===== src/rtl/npg_pkg.sv =====
// Shared constants, types and helpers of the pattern generator.
// Assumes one system clock; register port is the plain strobe port.
package npg_pkg;

	localparam int NPG_OUTS = 8;
	localparam int NPG_BITS = 92;
	localparam int NPG_FIFO_DEPTH = 8;

	// Register indices on the plain port
	localparam logic [3:0] NPG_REG_CTRL = 4'h0;
	localparam logic [3:0] NPG_REG_INIT = 4'h1;
	localparam logic [3:0] NPG_REG_MADDR = 4'h2;
	localparam logic [3:0] NPG_REG_MDATA = 4'h3;
	localparam logic [3:0] NPG_REG_STAT = 4'h4;

	// Field positions
	localparam int NPG_CTRL_MODE_BIT = 0;
	localparam int NPG_CTRL_LAST_LSB = 8;
	localparam int NPG_STAT_END_BIT = 0;
	localparam int NPG_STAT_UFL_BIT = 1;
	localparam int NPG_STAT_POS_LSB = 8;
	localparam int NPG_STAT_OUT_LSB = 16;

	// Reset values and limits
	localparam logic [6:0] NPG_LAST_MAX = 7'h5B;
	localparam logic [6:0] NPG_LAST_RST = 7'h5B;
	localparam logic [7:0] NPG_INIT_RST = 8'h00;
	localparam logic NPG_MODE_RST = 1'b0;

	typedef logic [7:0] npg_word_t;
	typedef logic [6:0] npg_addr_t;

	typedef struct packed {
		logic [3:0] addr;
		logic [31:0] wdata;
		logic wr;
		logic rd;
	} npg_bus_req_t;

	typedef struct packed {
		logic wr;
		npg_addr_t addr;
		npg_word_t data;
	} npg_mem_wr_t;

	typedef enum logic [1:0] {
		NPG_F_READ = 2'b00,
		NPG_F_PUSH = 2'b01,
		NPG_F_DONE = 2'b11
	} npg_fetch_t;

	function automatic npg_addr_t npg_wrap_inc(npg_addr_t a, npg_addr_t last);
		npg_addr_t r;
		r = (a >= last) ? 7'h00 : 7'(a + 7'h01);
		return r;
	endfunction

	function automatic npg_addr_t npg_clamp(npg_addr_t a);
		npg_addr_t r;
		r = (a > NPG_LAST_MAX) ? NPG_LAST_MAX : a;
		return r;
	endfunction

endpackage

===== src/rtl/npg_core.sv =====
// Pattern generator top: pattern store, prefetch FIFO, output stage.
// Assumes pat_clk and hold_initial_n are synchronous to clock and that
// pat_clk stays at least one clock cycle in each level.
`timescale 1ns/1ps
module npg_core (
	input wire logic clock,
	input wire logic sys_rst,
	input wire npg_pkg::npg_bus_req_t bus_req,
	output logic [31:0] rd_data,
	input wire logic pat_clk,
	input wire logic hold_initial_n,
	output npg_pkg::npg_word_t pat_out
);
	import npg_pkg::*;

	typedef struct packed {
		logic hold_at_end_mode;
		npg_addr_t last;
		npg_word_t init;
		npg_addr_t maddr;
		npg_fetch_t fst;
		npg_addr_t faddr;
		npg_addr_t nidx;
		npg_addr_t pos;
		logic ended;
		logic started;
		logic ufl;
		logic clk_q;
		logic hold_q;
		logic flush;
		npg_word_t pat_out;
		logic [31:0] rd_data;
	} npg_core_st_t;

	npg_core_st_t r;
	npg_core_st_t n;

	npg_mem_wr_t mem_wr;
	npg_word_t mem_rdata;
	logic fifo_in_ready;
	logic fifo_out_valid;
	npg_word_t fifo_out_data;
	logic rise;
	logic pop;
	logic ufl_event;
	logic ctrl_wr;
	logic stat_wr;
	logic restart;

	assign rise = pat_clk && !r.clk_q;
	// Pops are blocked during a flush so stale words never reach the pins;
	// a rise in the restart cycle is dropped too, as its word is old
	assign pop = rise && hold_initial_n && !r.ended && !r.flush
		&& fifo_out_valid && !restart;
	assign ufl_event = rise && hold_initial_n && !r.ended && !r.flush
		&& !fifo_out_valid && !restart;
	assign ctrl_wr = bus_req.wr && (bus_req.addr == NPG_REG_CTRL);
	assign stat_wr = bus_req.wr && (bus_req.addr == NPG_REG_STAT);
	// A new configuration or a fresh hold restarts the prefetch from bit 0
	assign restart = ctrl_wr || (!hold_initial_n && r.hold_q);

	assign mem_wr = '{
		wr: bus_req.wr && (bus_req.addr == NPG_REG_MDATA),
		addr: r.maddr,
		data: bus_req.wdata[7:0]
	};

	always_comb begin
		n = r;
		n.clk_q = pat_clk;
		n.hold_q = hold_initial_n;
		n.flush = 1'b0;
		n.rd_data = '0;

		// Register writes
		if (bus_req.wr) begin
			case (bus_req.addr)
				NPG_REG_CTRL: begin
					n.hold_at_end_mode = bus_req.wdata[NPG_CTRL_MODE_BIT];
					n.last = npg_clamp(bus_req.wdata[NPG_CTRL_LAST_LSB +: 7]);
				end
				NPG_REG_INIT: begin
					n.init = bus_req.wdata[7:0];
				end
				NPG_REG_MADDR: begin
					n.maddr = npg_clamp(bus_req.wdata[6:0]);
				end
				NPG_REG_MDATA: begin
					n.maddr = npg_wrap_inc(r.maddr, NPG_LAST_MAX);
				end
				default: begin
				end
			endcase
		end

		// Register reads, data valid in the following cycle only
		if (bus_req.rd) begin
			case (bus_req.addr)
				NPG_REG_CTRL: begin
					n.rd_data[NPG_CTRL_MODE_BIT] = r.hold_at_end_mode;
					n.rd_data[NPG_CTRL_LAST_LSB +: 7] = r.last;
				end
				NPG_REG_INIT: begin
					n.rd_data[7:0] = r.init;
				end
				NPG_REG_MADDR: begin
					n.rd_data[6:0] = r.maddr;
				end
				NPG_REG_STAT: begin
					n.rd_data[NPG_STAT_END_BIT] = r.ended;
					n.rd_data[NPG_STAT_UFL_BIT] = r.ufl;
					n.rd_data[NPG_STAT_POS_LSB +: 7] = r.pos;
					n.rd_data[NPG_STAT_OUT_LSB +: 8] = r.pat_out;
				end
				default: begin
				end
			endcase
		end

		// Prefetch from the store into the FIFO
		unique case (r.fst)
			NPG_F_READ: begin
				n.fst = NPG_F_PUSH;
			end
			NPG_F_PUSH: begin
				if (fifo_in_ready) begin
					if (r.hold_at_end_mode && r.faddr == r.last) begin
						n.fst = NPG_F_DONE;
					end else begin
						n.faddr = npg_wrap_inc(r.faddr, r.last);
						n.fst = NPG_F_READ;
					end
				end
			end
			NPG_F_DONE: begin
			end
			default: begin
				n.fst = NPG_F_READ;
			end
		endcase

		// Output stage
		if (!hold_initial_n) begin
			n.pat_out = r.init;
			n.nidx = '0;
			n.ended = 1'b0;
			n.started = 1'b0;
		end else if (pop) begin
			n.pat_out = fifo_out_data;
			n.pos = r.nidx;
			n.nidx = npg_wrap_inc(r.nidx, r.last);
			n.ended = r.hold_at_end_mode && (r.nidx == r.last);
			n.started = 1'b1;
		end

		// Underflow is sticky; a new event beats a same-cycle clear
		if (stat_wr && bus_req.wdata[NPG_STAT_UFL_BIT]) begin
			n.ufl = 1'b0;
		end
		if (ufl_event) begin
			n.ufl = 1'b1;
		end

		if (restart) begin
			n.fst = NPG_F_READ;
			n.faddr = '0;
			n.nidx = '0;
			n.ended = 1'b0;
			n.started = 1'b0;
			n.flush = 1'b1;
		end
	end

	always_ff @(posedge clock) begin
		if (sys_rst) begin
			r <= '0;
			r.hold_at_end_mode <= NPG_MODE_RST;
			r.last <= NPG_LAST_RST;
			r.init <= NPG_INIT_RST;
			r.pat_out <= NPG_INIT_RST;
			r.fst <= NPG_F_READ;
		end else begin
			r <= n;
		end
	end

	assign pat_out = r.pat_out;
	assign rd_data = r.rd_data;

	npg_mem u_mem (
		.clock(clock),
		.sys_rst(sys_rst),
		.wr(mem_wr),
		.rd_en(r.fst == NPG_F_READ),
		.rd_addr(r.faddr),
		.rd_data(mem_rdata)
	);

	// Eight words of slack absorb back-to-back pattern clock rises
	npg_fifo #(
		.WIDTH(NPG_OUTS),
		.DEPTH(NPG_FIFO_DEPTH)
	) u_fifo (
		.clock(clock),
		.sys_rst(sys_rst),
		.flush(r.flush),
		.in_valid(r.fst == NPG_F_PUSH),
		.in_ready(fifo_in_ready),
		.in_data(mem_rdata),
		.out_valid(fifo_out_valid),
		.out_ready(pop),
		.out_data(fifo_out_data)
	);
endmodule


===== src/rtl/npg_fifo.sv =====
// Small synchronous FIFO with valid/ready on both sides and flush.
// Assumes DEPTH is a power of two so pointers wrap naturally.
`timescale 1ns/1ps
module npg_fifo #(
	parameter int WIDTH = 8,
	parameter int DEPTH = 8
) (
	input wire logic clock,
	input wire logic sys_rst,
	input wire logic flush,
	input wire logic in_valid,
	output logic in_ready,
	input wire logic [WIDTH-1:0] in_data,
	output logic out_valid,
	input wire logic out_ready,
	output logic [WIDTH-1:0] out_data
);
	import npg_pkg::*;

	localparam int PW = $clog2(DEPTH);
	localparam logic [PW:0] CNT_FULL = (PW+1)'(DEPTH);

	typedef struct packed {
		logic [DEPTH-1:0][WIDTH-1:0] mem;
		logic [PW-1:0] wp;
		logic [PW-1:0] rp;
		logic [PW:0] cnt;
	} npg_fifo_st_t;

	npg_fifo_st_t r;
	npg_fifo_st_t n;
	logic push;
	logic pop;

	assign in_ready = (r.cnt != CNT_FULL);
	assign out_valid = (r.cnt != '0);
	assign out_data = r.mem[r.rp];
	assign push = in_valid && in_ready;
	assign pop = out_valid && out_ready;

	always_comb begin
		n = r;
		if (push) begin
			n.mem[r.wp] = in_data;
			n.wp = PW'(r.wp + 1'b1);
		end
		if (pop) begin
			n.rp = PW'(r.rp + 1'b1);
		end
		if (push && !pop) begin
			n.cnt = (PW+1)'(r.cnt + 1'b1);
		end else if (pop && !push) begin
			n.cnt = (PW+1)'(r.cnt - 1'b1);
		end
		if (flush) begin
			n.wp = '0;
			n.rp = '0;
			n.cnt = '0;
		end
	end

	always_ff @(posedge clock) begin
		if (sys_rst) begin
			r <= '0;
		end else begin
			r <= n;
		end
	end
endmodule


===== src/rtl/npg_mem.sv =====
// Pattern store: one word per pattern step, one bit per output.
// Assumes a single writer and a single reader; read data registered.
`timescale 1ns/1ps
module npg_mem (
	input wire logic clock,
	input wire logic sys_rst,
	input wire npg_pkg::npg_mem_wr_t wr,
	input wire logic rd_en,
	input wire npg_pkg::npg_addr_t rd_addr,
	output npg_pkg::npg_word_t rd_data
);
	import npg_pkg::*;

	typedef struct packed {
		logic [NPG_BITS-1:0][NPG_OUTS-1:0] cells;
		npg_word_t rdata;
	} npg_mem_st_t;

	npg_mem_st_t r;
	npg_mem_st_t n;

	always_comb begin
		n = r;
		if (wr.wr && wr.addr <= NPG_LAST_MAX) begin
			n.cells[wr.addr] = wr.data;
		end
		// Data held between reads so the fetcher may stall
		if (rd_en && rd_addr <= NPG_LAST_MAX) begin
			n.rdata = r.cells[rd_addr];
		end
	end

	always_ff @(posedge clock) begin
		if (sys_rst) begin
			r <= '0;
		end else begin
			r <= n;
		end
	end

	assign rd_data = r.rdata;
endmodule


===== config.mk =====
export PLATFORM = sky130hd
export DESIGN_NAME = npg_core
export DESIGN_NICKNAME = d
export VERILOG_FILES = /design/src/rtl/npg_pkg.sv /design/src/rtl/npg_core.sv /design/src/rtl/npg_fifo.sv /design/src/rtl/npg_mem.sv
export SDC_FILE = /design/constraint.sdc
export NUM_CORES = 2
export LEC_CHECK = 0
export BUFFER_PORTS_ARGS = -buffer_cell sky130_fd_sc_hd__clkbuf_2
export CAP_MARGIN = 20
export CELL_PAD_IN_SITES_DETAIL_PLACEMENT = 0
export CELL_PAD_IN_SITES_GLOBAL_PLACEMENT = 1
export CORE_AREA = 4 4 322 324
export DETAILED_ROUTE_END_ITERATION = 16
export DIE_AREA = 0 0 326 328
export GPL_ROUTABILITY_DRIVEN = 0
export PLACE_DENSITY = 0.71
export SLEW_MARGIN = 0
export SYNTH_ARGS = -nofsm -noshare
export SYNTH_HDL_FRONTEND = slang
export SYNTH_SLANG_ARGS = --single-unit

===== constraint.sdc =====
create_clock -name clock -period 3.5 [get_ports clock]
set_input_delay 0.7 -clock clock [delete_from_list [all_inputs] [get_ports clock]]
set_output_delay 0.7 -clock clock [all_outputs]
set_load 0.02 [all_outputs]

[Yosys cells after proc, flatten, opt, wreduce, memory -nomap -nowiden]
Cells that the tools add are included.
Word-level totals
  register bits after elaboration: 909
Operators by class
  add/sub/neg operators: 7
  order comparisons: 13
  equal/unequal tests: 11
  mux-type cells: 31
  bitwise gates (word level): 6
  reductions and logical operators: 50
Operator list (count)
  $bwmux W736: 1
  $bwmux W64: 1
  $bmux W8 S7: 1
  $demux W8 S7: 1
  $mux W8: 6
  $mux W7: 6
  $pmux W7 S2: 2
  $bmux W8 S3: 1
  $demux W8 S3: 1
  $logic_and A1 B1 Y1: 23
  $add A7 B1 Y7 const B: 3
  $lt A7 B8 Y1 const B: 2
  $eq A7 B7 Y1: 2
  $ge A7 B7 Y1: 2
  $gt A7 B7 Y1 const B: 2
  $le A7 B7 Y1 const B: 2
  $pmux W5 S2: 1
  $reduce_and A2 Y1: 5
  $mux W9: 1
  $reduce_or A3 Y1: 3
  $eq A4 B2 Y1 const B: 2
  $logic_not A1 Y1: 8
  $lt A3 B4 Y1 const B: 2
  $mux W4: 2
  26 further kinds: 38

[Logic depth before layout (Yosys ltp)]
  depth in word-level cells: 11
  depth in mapped cells: 15
  gate-level depth less buffers: 12

[Hierarchy]
From an unflattened synthesis, not the netlist that was laid out.
Second synthesis, totals
  cell total of the unflattened synthesis: 4752
  area, all modules: 40805.4 µm²
By module, submodules not included
  npg_mem: instances 1, cells each 3949, area an instance 33241.9 µm², seq. area each 14894.3 µm²
  npg_core: instances 1, cells each 488, area an instance 4145.2 µm², seq. area each 1641.6 µm²
  npg_fifo: instances 1, cells each 315, area an instance 3418.3 µm², seq. area each 1481.4 µm²

[Worst setup path before layout]
No wires, ideal clock.
  path type: input to register
  start: input hold_initial_n
  end: register u_fifo.r[3] (netlist name)
  arrival: 3.382 ns
  required time: 3.429 ns
  setup slack: 0.048 ns
  stages: 15
  path through: buf_2 nand4bb_1 a211oi_1 nor2b_1 clkbuf_1 inv_2 clkbuf_1 ha_1 inv_1 ha_1 a21o_1 a21oi_1 xnor2_1 or3_1 a21oi_1
Between the ends
  word-level cells in the longest chain between the ends: 9
  elaborated cells on any way between the ends: 15
  classes of those cells: mux (1); reduce/logical (14)
Ends and longest elaborated chain
  start: declaration: line npg_core.sv:11  | input wire logic hold_initial_n,
  $logic_and A1 B1 Y1 / $logic_not A1 Y1 (equally long branches)
  $logic_and A1 B1 Y1 (on tied branches): line npg_core.sv:53, npg_core.sv:60
  $logic_and A1 B1 Y1 / $logic_or A1 B1 Y1 (equally long branches): line npg_core.sv:53, npg_core.sv:60
  $logic_and A1 B1 Y1 / $logic_not A1 Y1 (equally long branches): line npg_core.sv:54  | && fifo_out_valid && !restart;
  $logic_and A1 B1 Y1 *: line npg_core.sv:54
  $logic_and A1 B1 Y1 *: line npg_fifo.sv:39  | assign pop = out_valid && out_ready;
  $logic_not A1 Y1: line npg_fifo.sv:50  | if (push && !pop) begin
  $logic_and A1 B1 Y1: line npg_fifo.sv:50
  $mux W4 / $reduce_bool A2 Y1 (equally long branches)
  end signal: assignment: line npg_fifo.sv:66  | r <= n;
  end: declaration: line npg_fifo.sv:30  | npg_fifo_st_t r;
Mark *: on every way between the ends. The rest lies on a longest branch, timed or not.
A chain may end at the register's enable or synchronous reset.

[Worst setup path after layout]
  start: register r[61] (netlist name)
  end: register u_mem.r, in the netlist u_mem.rd_data[5]
Between the ends
  word-level cells in the longest chain between the ends: 2
  elaborated cells on any way between the ends: 4
  classes of those cells: order compare (1); mux (2); reduce/logical (1)
Ends and longest elaborated chain
  start: declaration: line npg_core.sv:35  | npg_core_st_t r;
  start signal: assignment: line npg_core.sv:183  | r <= n;
  $bmux W8 S7 / $le A7 B7 Y1 (equally long branches): line npg_mem.sv:29, npg_mem.sv:28
  $mux W8 (implied by the code) / $logic_and A1 B1 Y1 (equally long branches): line npg_mem.sv:29, npg_mem.sv:28
  end signal: assignment: line npg_mem.sv:37  | r <= n;
  end: declaration: line npg_mem.sv:19  | npg_mem_st_t r;
Several ways; a longest one is shown, not always the timed one. The select of a mux whose other input is x is not followed.

==> run_results.csv <==
group,metric,value,unit
run_status,run_status,"finished clean",
route,total_wire_length,132000,um
critical_path,cpPeakStageDelay,0.73,ns
timing,max_transition_viols_final,0,
final_layout,layout.cells.most_common,"sky130_fd_sc_hd__nand2_1",
route,detail-route-antenna-nets,0,
timing,timing.fmax,337,MHz
critical_path,cp_max_fo,22,
synth,synth-seq-cells,900,
timing,worst_clock_skew,0.0260,ns
synth,synth_seq_area_share,45.1,%
final_layout,fillerInstances,9886,
cts,cts_buffer_depth,3,
final_layout,layout_common_cells,"1524 x sky130_fd_sc_hd__nand2_1, 896 x sky130_fd_sc_hd__dfxtp_1, 746 x sky130_fd_sc_hd__a21oi_1",
synth,postSynthCellCount,4667,
timing,max_slew_margin,21.4,%
route,post_drt_via_cell_ratio,5.51,
timing,final.min_clock_period,2.97,ns
critical_path,cp-end-kind,"flop",
critical_path,worstRegToRegCells,8,
global_route,combined_global_route_utilization_of_all_metal_layers,24.1,%
cts,ctsHoldBuffers,0,
final_layout,drive_gt1_share,15.1,%
final_layout,antennaDiodeCount,0,
cts,cts_buffers,99,
synth,synthArstFlopShare,0,%
floorplan,die_width,326,um
floorplan,io-pin-count,82,
synth,number_of_synthesized_flops_with_an_enable_pin,0,
global_route,antenna_found_initial,0,
floorplan,fp.dieArea,107000,um^2
synth,yosys.area_share.xor_xnor,0.416,%
synth,synth_adder_area_share,0.764,%
critical_path,crit_path_start_kind,"flop",
floorplan,std_cell_rows,117,
timing,final.hold.worst_slack,0.268,ns
critical_path,cp.buffers_inverters,1,
critical_path,critical_path.cell_chain,"ha_1, and4b_1, a211oi_1, buf_4, and2_1, nand3_1, nand4_1, o211ai_1",
synth,ys_dominant_reg_cell,"sky130_fd_sc_hd__dfxtp_1",
critical_path,critical-path-top-delay-family,"simple AND/OR/NAND/NOR gates",
synth,fraction_of_the_mapped_netlist_area_in_compound_gates,12.1,%
floorplan,floorplan.initialDensity,39.5,%
synth,syn-cell-area,40000,um^2
worst_hold_path,worstHoldPathCells,2,
placement,place_area,42200,um^2
route,dr_total_vias,33595,
timing,totalNegativeSetupSlack,0,ns
synth,combinational_family_with_the_most_area_after_synthesis,"simple AND/OR/NAND/NOR gates",
cts,tritoncts,"done",
critical_path,critical_path_required,4.02,ns
timing,hold_violations,0,
cts,post_cts_resized,0,
critical_path,r2r_slack,0.53,ns
critical_path,worst-endpoint-arrival,3.49,ns
power,vdd_drop_max,0.399,mV
cts,insertion_delay,0.68,ns
floorplan,chipHeight,328,um
critical_path,slowest_stage,"sky130_fd_sc_hd__dfxtp_4",
route,routedWlPerCell,21.7,um
global_route,via_count_of_the_first_global_routing_pass,31756,
final_layout,final_area,45500,um^2
cts,clock_sink_count,900,
global_route,global_route_wire_length_before_repair,201000,um
timing,tightestPinTransition,1.18,ns
synth,synth.distinct_cells,76,
flow_run,maxCapViolations,0,
synth,synth-warning-count,0,
critical_path,critPathKind,"flop to flop",
placement,port_buffers,55,
timing,setup_viol,0,
synth,synth-simple-area-share,22.6,%
timing,timing.final.crit_share,84.9,%
global_route,grt_remaining_overflow,0,
cts,clk_pin_slew,0.06,ns
power,pwr_density_cell,509,nW/um^2
global_route,largest_net_degree_at_the_start_of_global_routing,222,
critical_path,critical_path_cell_count,8,
synth,syn-mean-instance-area,8.57,um^2
floorplan,fp.coreArea,101000,um^2
placement,dp_hpwl,83800,um
cts,post-cts-setup-buffers,0,
route,iteration_0_drc_markers,3199,
power,leakagePower,15.0,nW
final_layout,flow.area_growth_from_synthesis,13.8,%
cts,cts_max_level,3,
cts,cts.root.buffer_cell,"sky130_fd_sc_hd__clkbuf_16",
route,first_pass_iters,5,
synth,synth.mux.area_fraction,14.7,%
final_layout,layout.nets,4710,
timing,grt_setup_unrepaired,"false",
worst_hold_path,holdCritPathClass,"input port to flop",
route,post-route-drc-count,0,
## area by class of cell
cell class	count	area [um^2]	area share [%]
Tap cell	1368	1710	3.76
Clock inverter	41	484	1.06
Sequential cell	900	18000	39.6
Multi-Input combinational cell	3381	20400	44.7
Clock buffer	140	2850	6.27
Inverter	19	71.3	0.157
Timing Repair Buffer	244	2000	4.39
## per-layer routing
layer  track usage, %  part of all wire, %  vias up
met3             3.68                  6.9      218
li1                 -                    -    15963
met5                0                    0        -
met4             9.01                  3.7        0
met1             33.5                   44    16247
met2             38.0                   45     1167
## flip-flops by register name (all words and copies together), names as in the netlist
register	flops
mem_wr	7
rd_data	23
u_mem.r	736
r	44
u_mem.rd_data	8
pat_out	8
u_fifo.r	74
## final timing paths
kind	end	from
worst max-delay path	u_mem.rd_data[5]	r[61]
worst min-delay path	r[42]	pat_clk
worst max register to register	u_mem.rd_data[5]	r[61]
worst min register to register	u_mem.r[593]	u_mem.r[593]
## power breakdown
group | total (W) | leakage, nW | internal [W] | switching (W)
Clock | 0.0108 | 1.65 | 0.00635 | 0.00441
Sequential | 0.0104 | 7.25 | 0.0103 | 0.000133
Combinational | 0.00196 | 6.06 | 0.000673 | 0.00129
## logic make-up (layout without fill, tap and decap cells)
family / after synthesis / count (layout)
muxes: 355 / 355
DFF: 900 / 900
buffers and inverters: 394 / 444
xor gates and xnor gates: 19 / 19
and+or+nand+nor: 2073 / 2073
AOI/OAI and AO/OA: 901 / 901
adders and majority gates: 24 / 24
other: 1 / 9
## through the flow
step / setup slack, ns / power, W / cells / util (%)
2_1_floorplan: 0.0477 / 0.0119 / 4675 / -
3_3_place_gp: 0.251 / 0.0126 / 5912 / 41.7
3_5_place_dp: 0.206 / 0.0126 / 5912 / 41.7
4_1_cts: 0.608 / 0.0234 / 6093 / 45.0
5_1_grt: 0.433 / 0.0239 / 6093 / 45.0
6_report: 0.529 / 0.0232 / 6093 / 45.0
## worst reg2reg max path, delay by kind of cell (launching register included)
| kind | cells | cell delay [ns] |
|---|---|---|
| buf+inv | 1 | 0.22 |
| flops | 1 | 0.73 |
| compound gates | 2 | 0.38 |
| simple gates | 4 | 1.15 |
| fa+ha+maj | 1 | 0.34 |
## cell usage after synthesis, types with 4 or more instances
master                     count  area (um^2)
sky130_fd_sc_hd__ha_1         22          275
sky130_fd_sc_hd__nor2b_1      12         75.1
sky130_fd_sc_hd__and2_1        6         37.5
sky130_fd_sc_hd__mux4_2      186         4190
sky130_fd_sc_hd__a22oi_1      32          240
sky130_fd_sc_hd__a311oi_1      7         61.3
sky130_fd_sc_hd__o211ai_1      9         67.6
sky130_fd_sc_hd__o22ai_1      39          244
sky130_fd_sc_hd__o22a_1        5         43.8
sky130_fd_sc_hd__nor3_1       21          105
sky130_fd_sc_hd__xnor2_1       7         61.3
sky130_fd_sc_hd__nand4_1      28          175
sky130_fd_sc_hd__o21ai_0      18         90.1
sky130_fd_sc_hd__a31oi_1       4         25.0
sky130_fd_sc_hd__inv_1        15         56.3
sky130_fd_sc_hd__nor2_1      200          751
sky130_fd_sc_hd__buf_1        22         82.6
sky130_fd_sc_hd__a211oi_1      4         30.0
sky130_fd_sc_hd__or3_1         6         37.5
sky130_fd_sc_hd__nand2_1    1524         5720
sky130_fd_sc_hd__nand3b_1      5         37.5
sky130_fd_sc_hd__nor4_1       19          119
sky130_fd_sc_hd__nor3_2       77          771
sky130_fd_sc_hd__nand3_1     105          526
sky130_fd_sc_hd__a21o_1        8         60.1
sky130_fd_sc_hd__nor3_4       14          228
sky130_fd_sc_hd__xor2_1       12          105
sky130_fd_sc_hd__mux2i_1     168         1680
sky130_fd_sc_hd__o221ai_1      5         43.8
sky130_fd_sc_hd__clkbuf_1    252          946
sky130_fd_sc_hd__buf_4        44          330
sky130_fd_sc_hd__a21oi_1     746         3730
sky130_fd_sc_hd__dfxtp_1     900        18000
sky130_fd_sc_hd__buf_2        55          275
sky130_fd_sc_hd__nand2b_1     14         87.6
sky130_fd_sc_hd__and3_1       16          100
No activity file was read; power rests on OpenSTA's default activity.
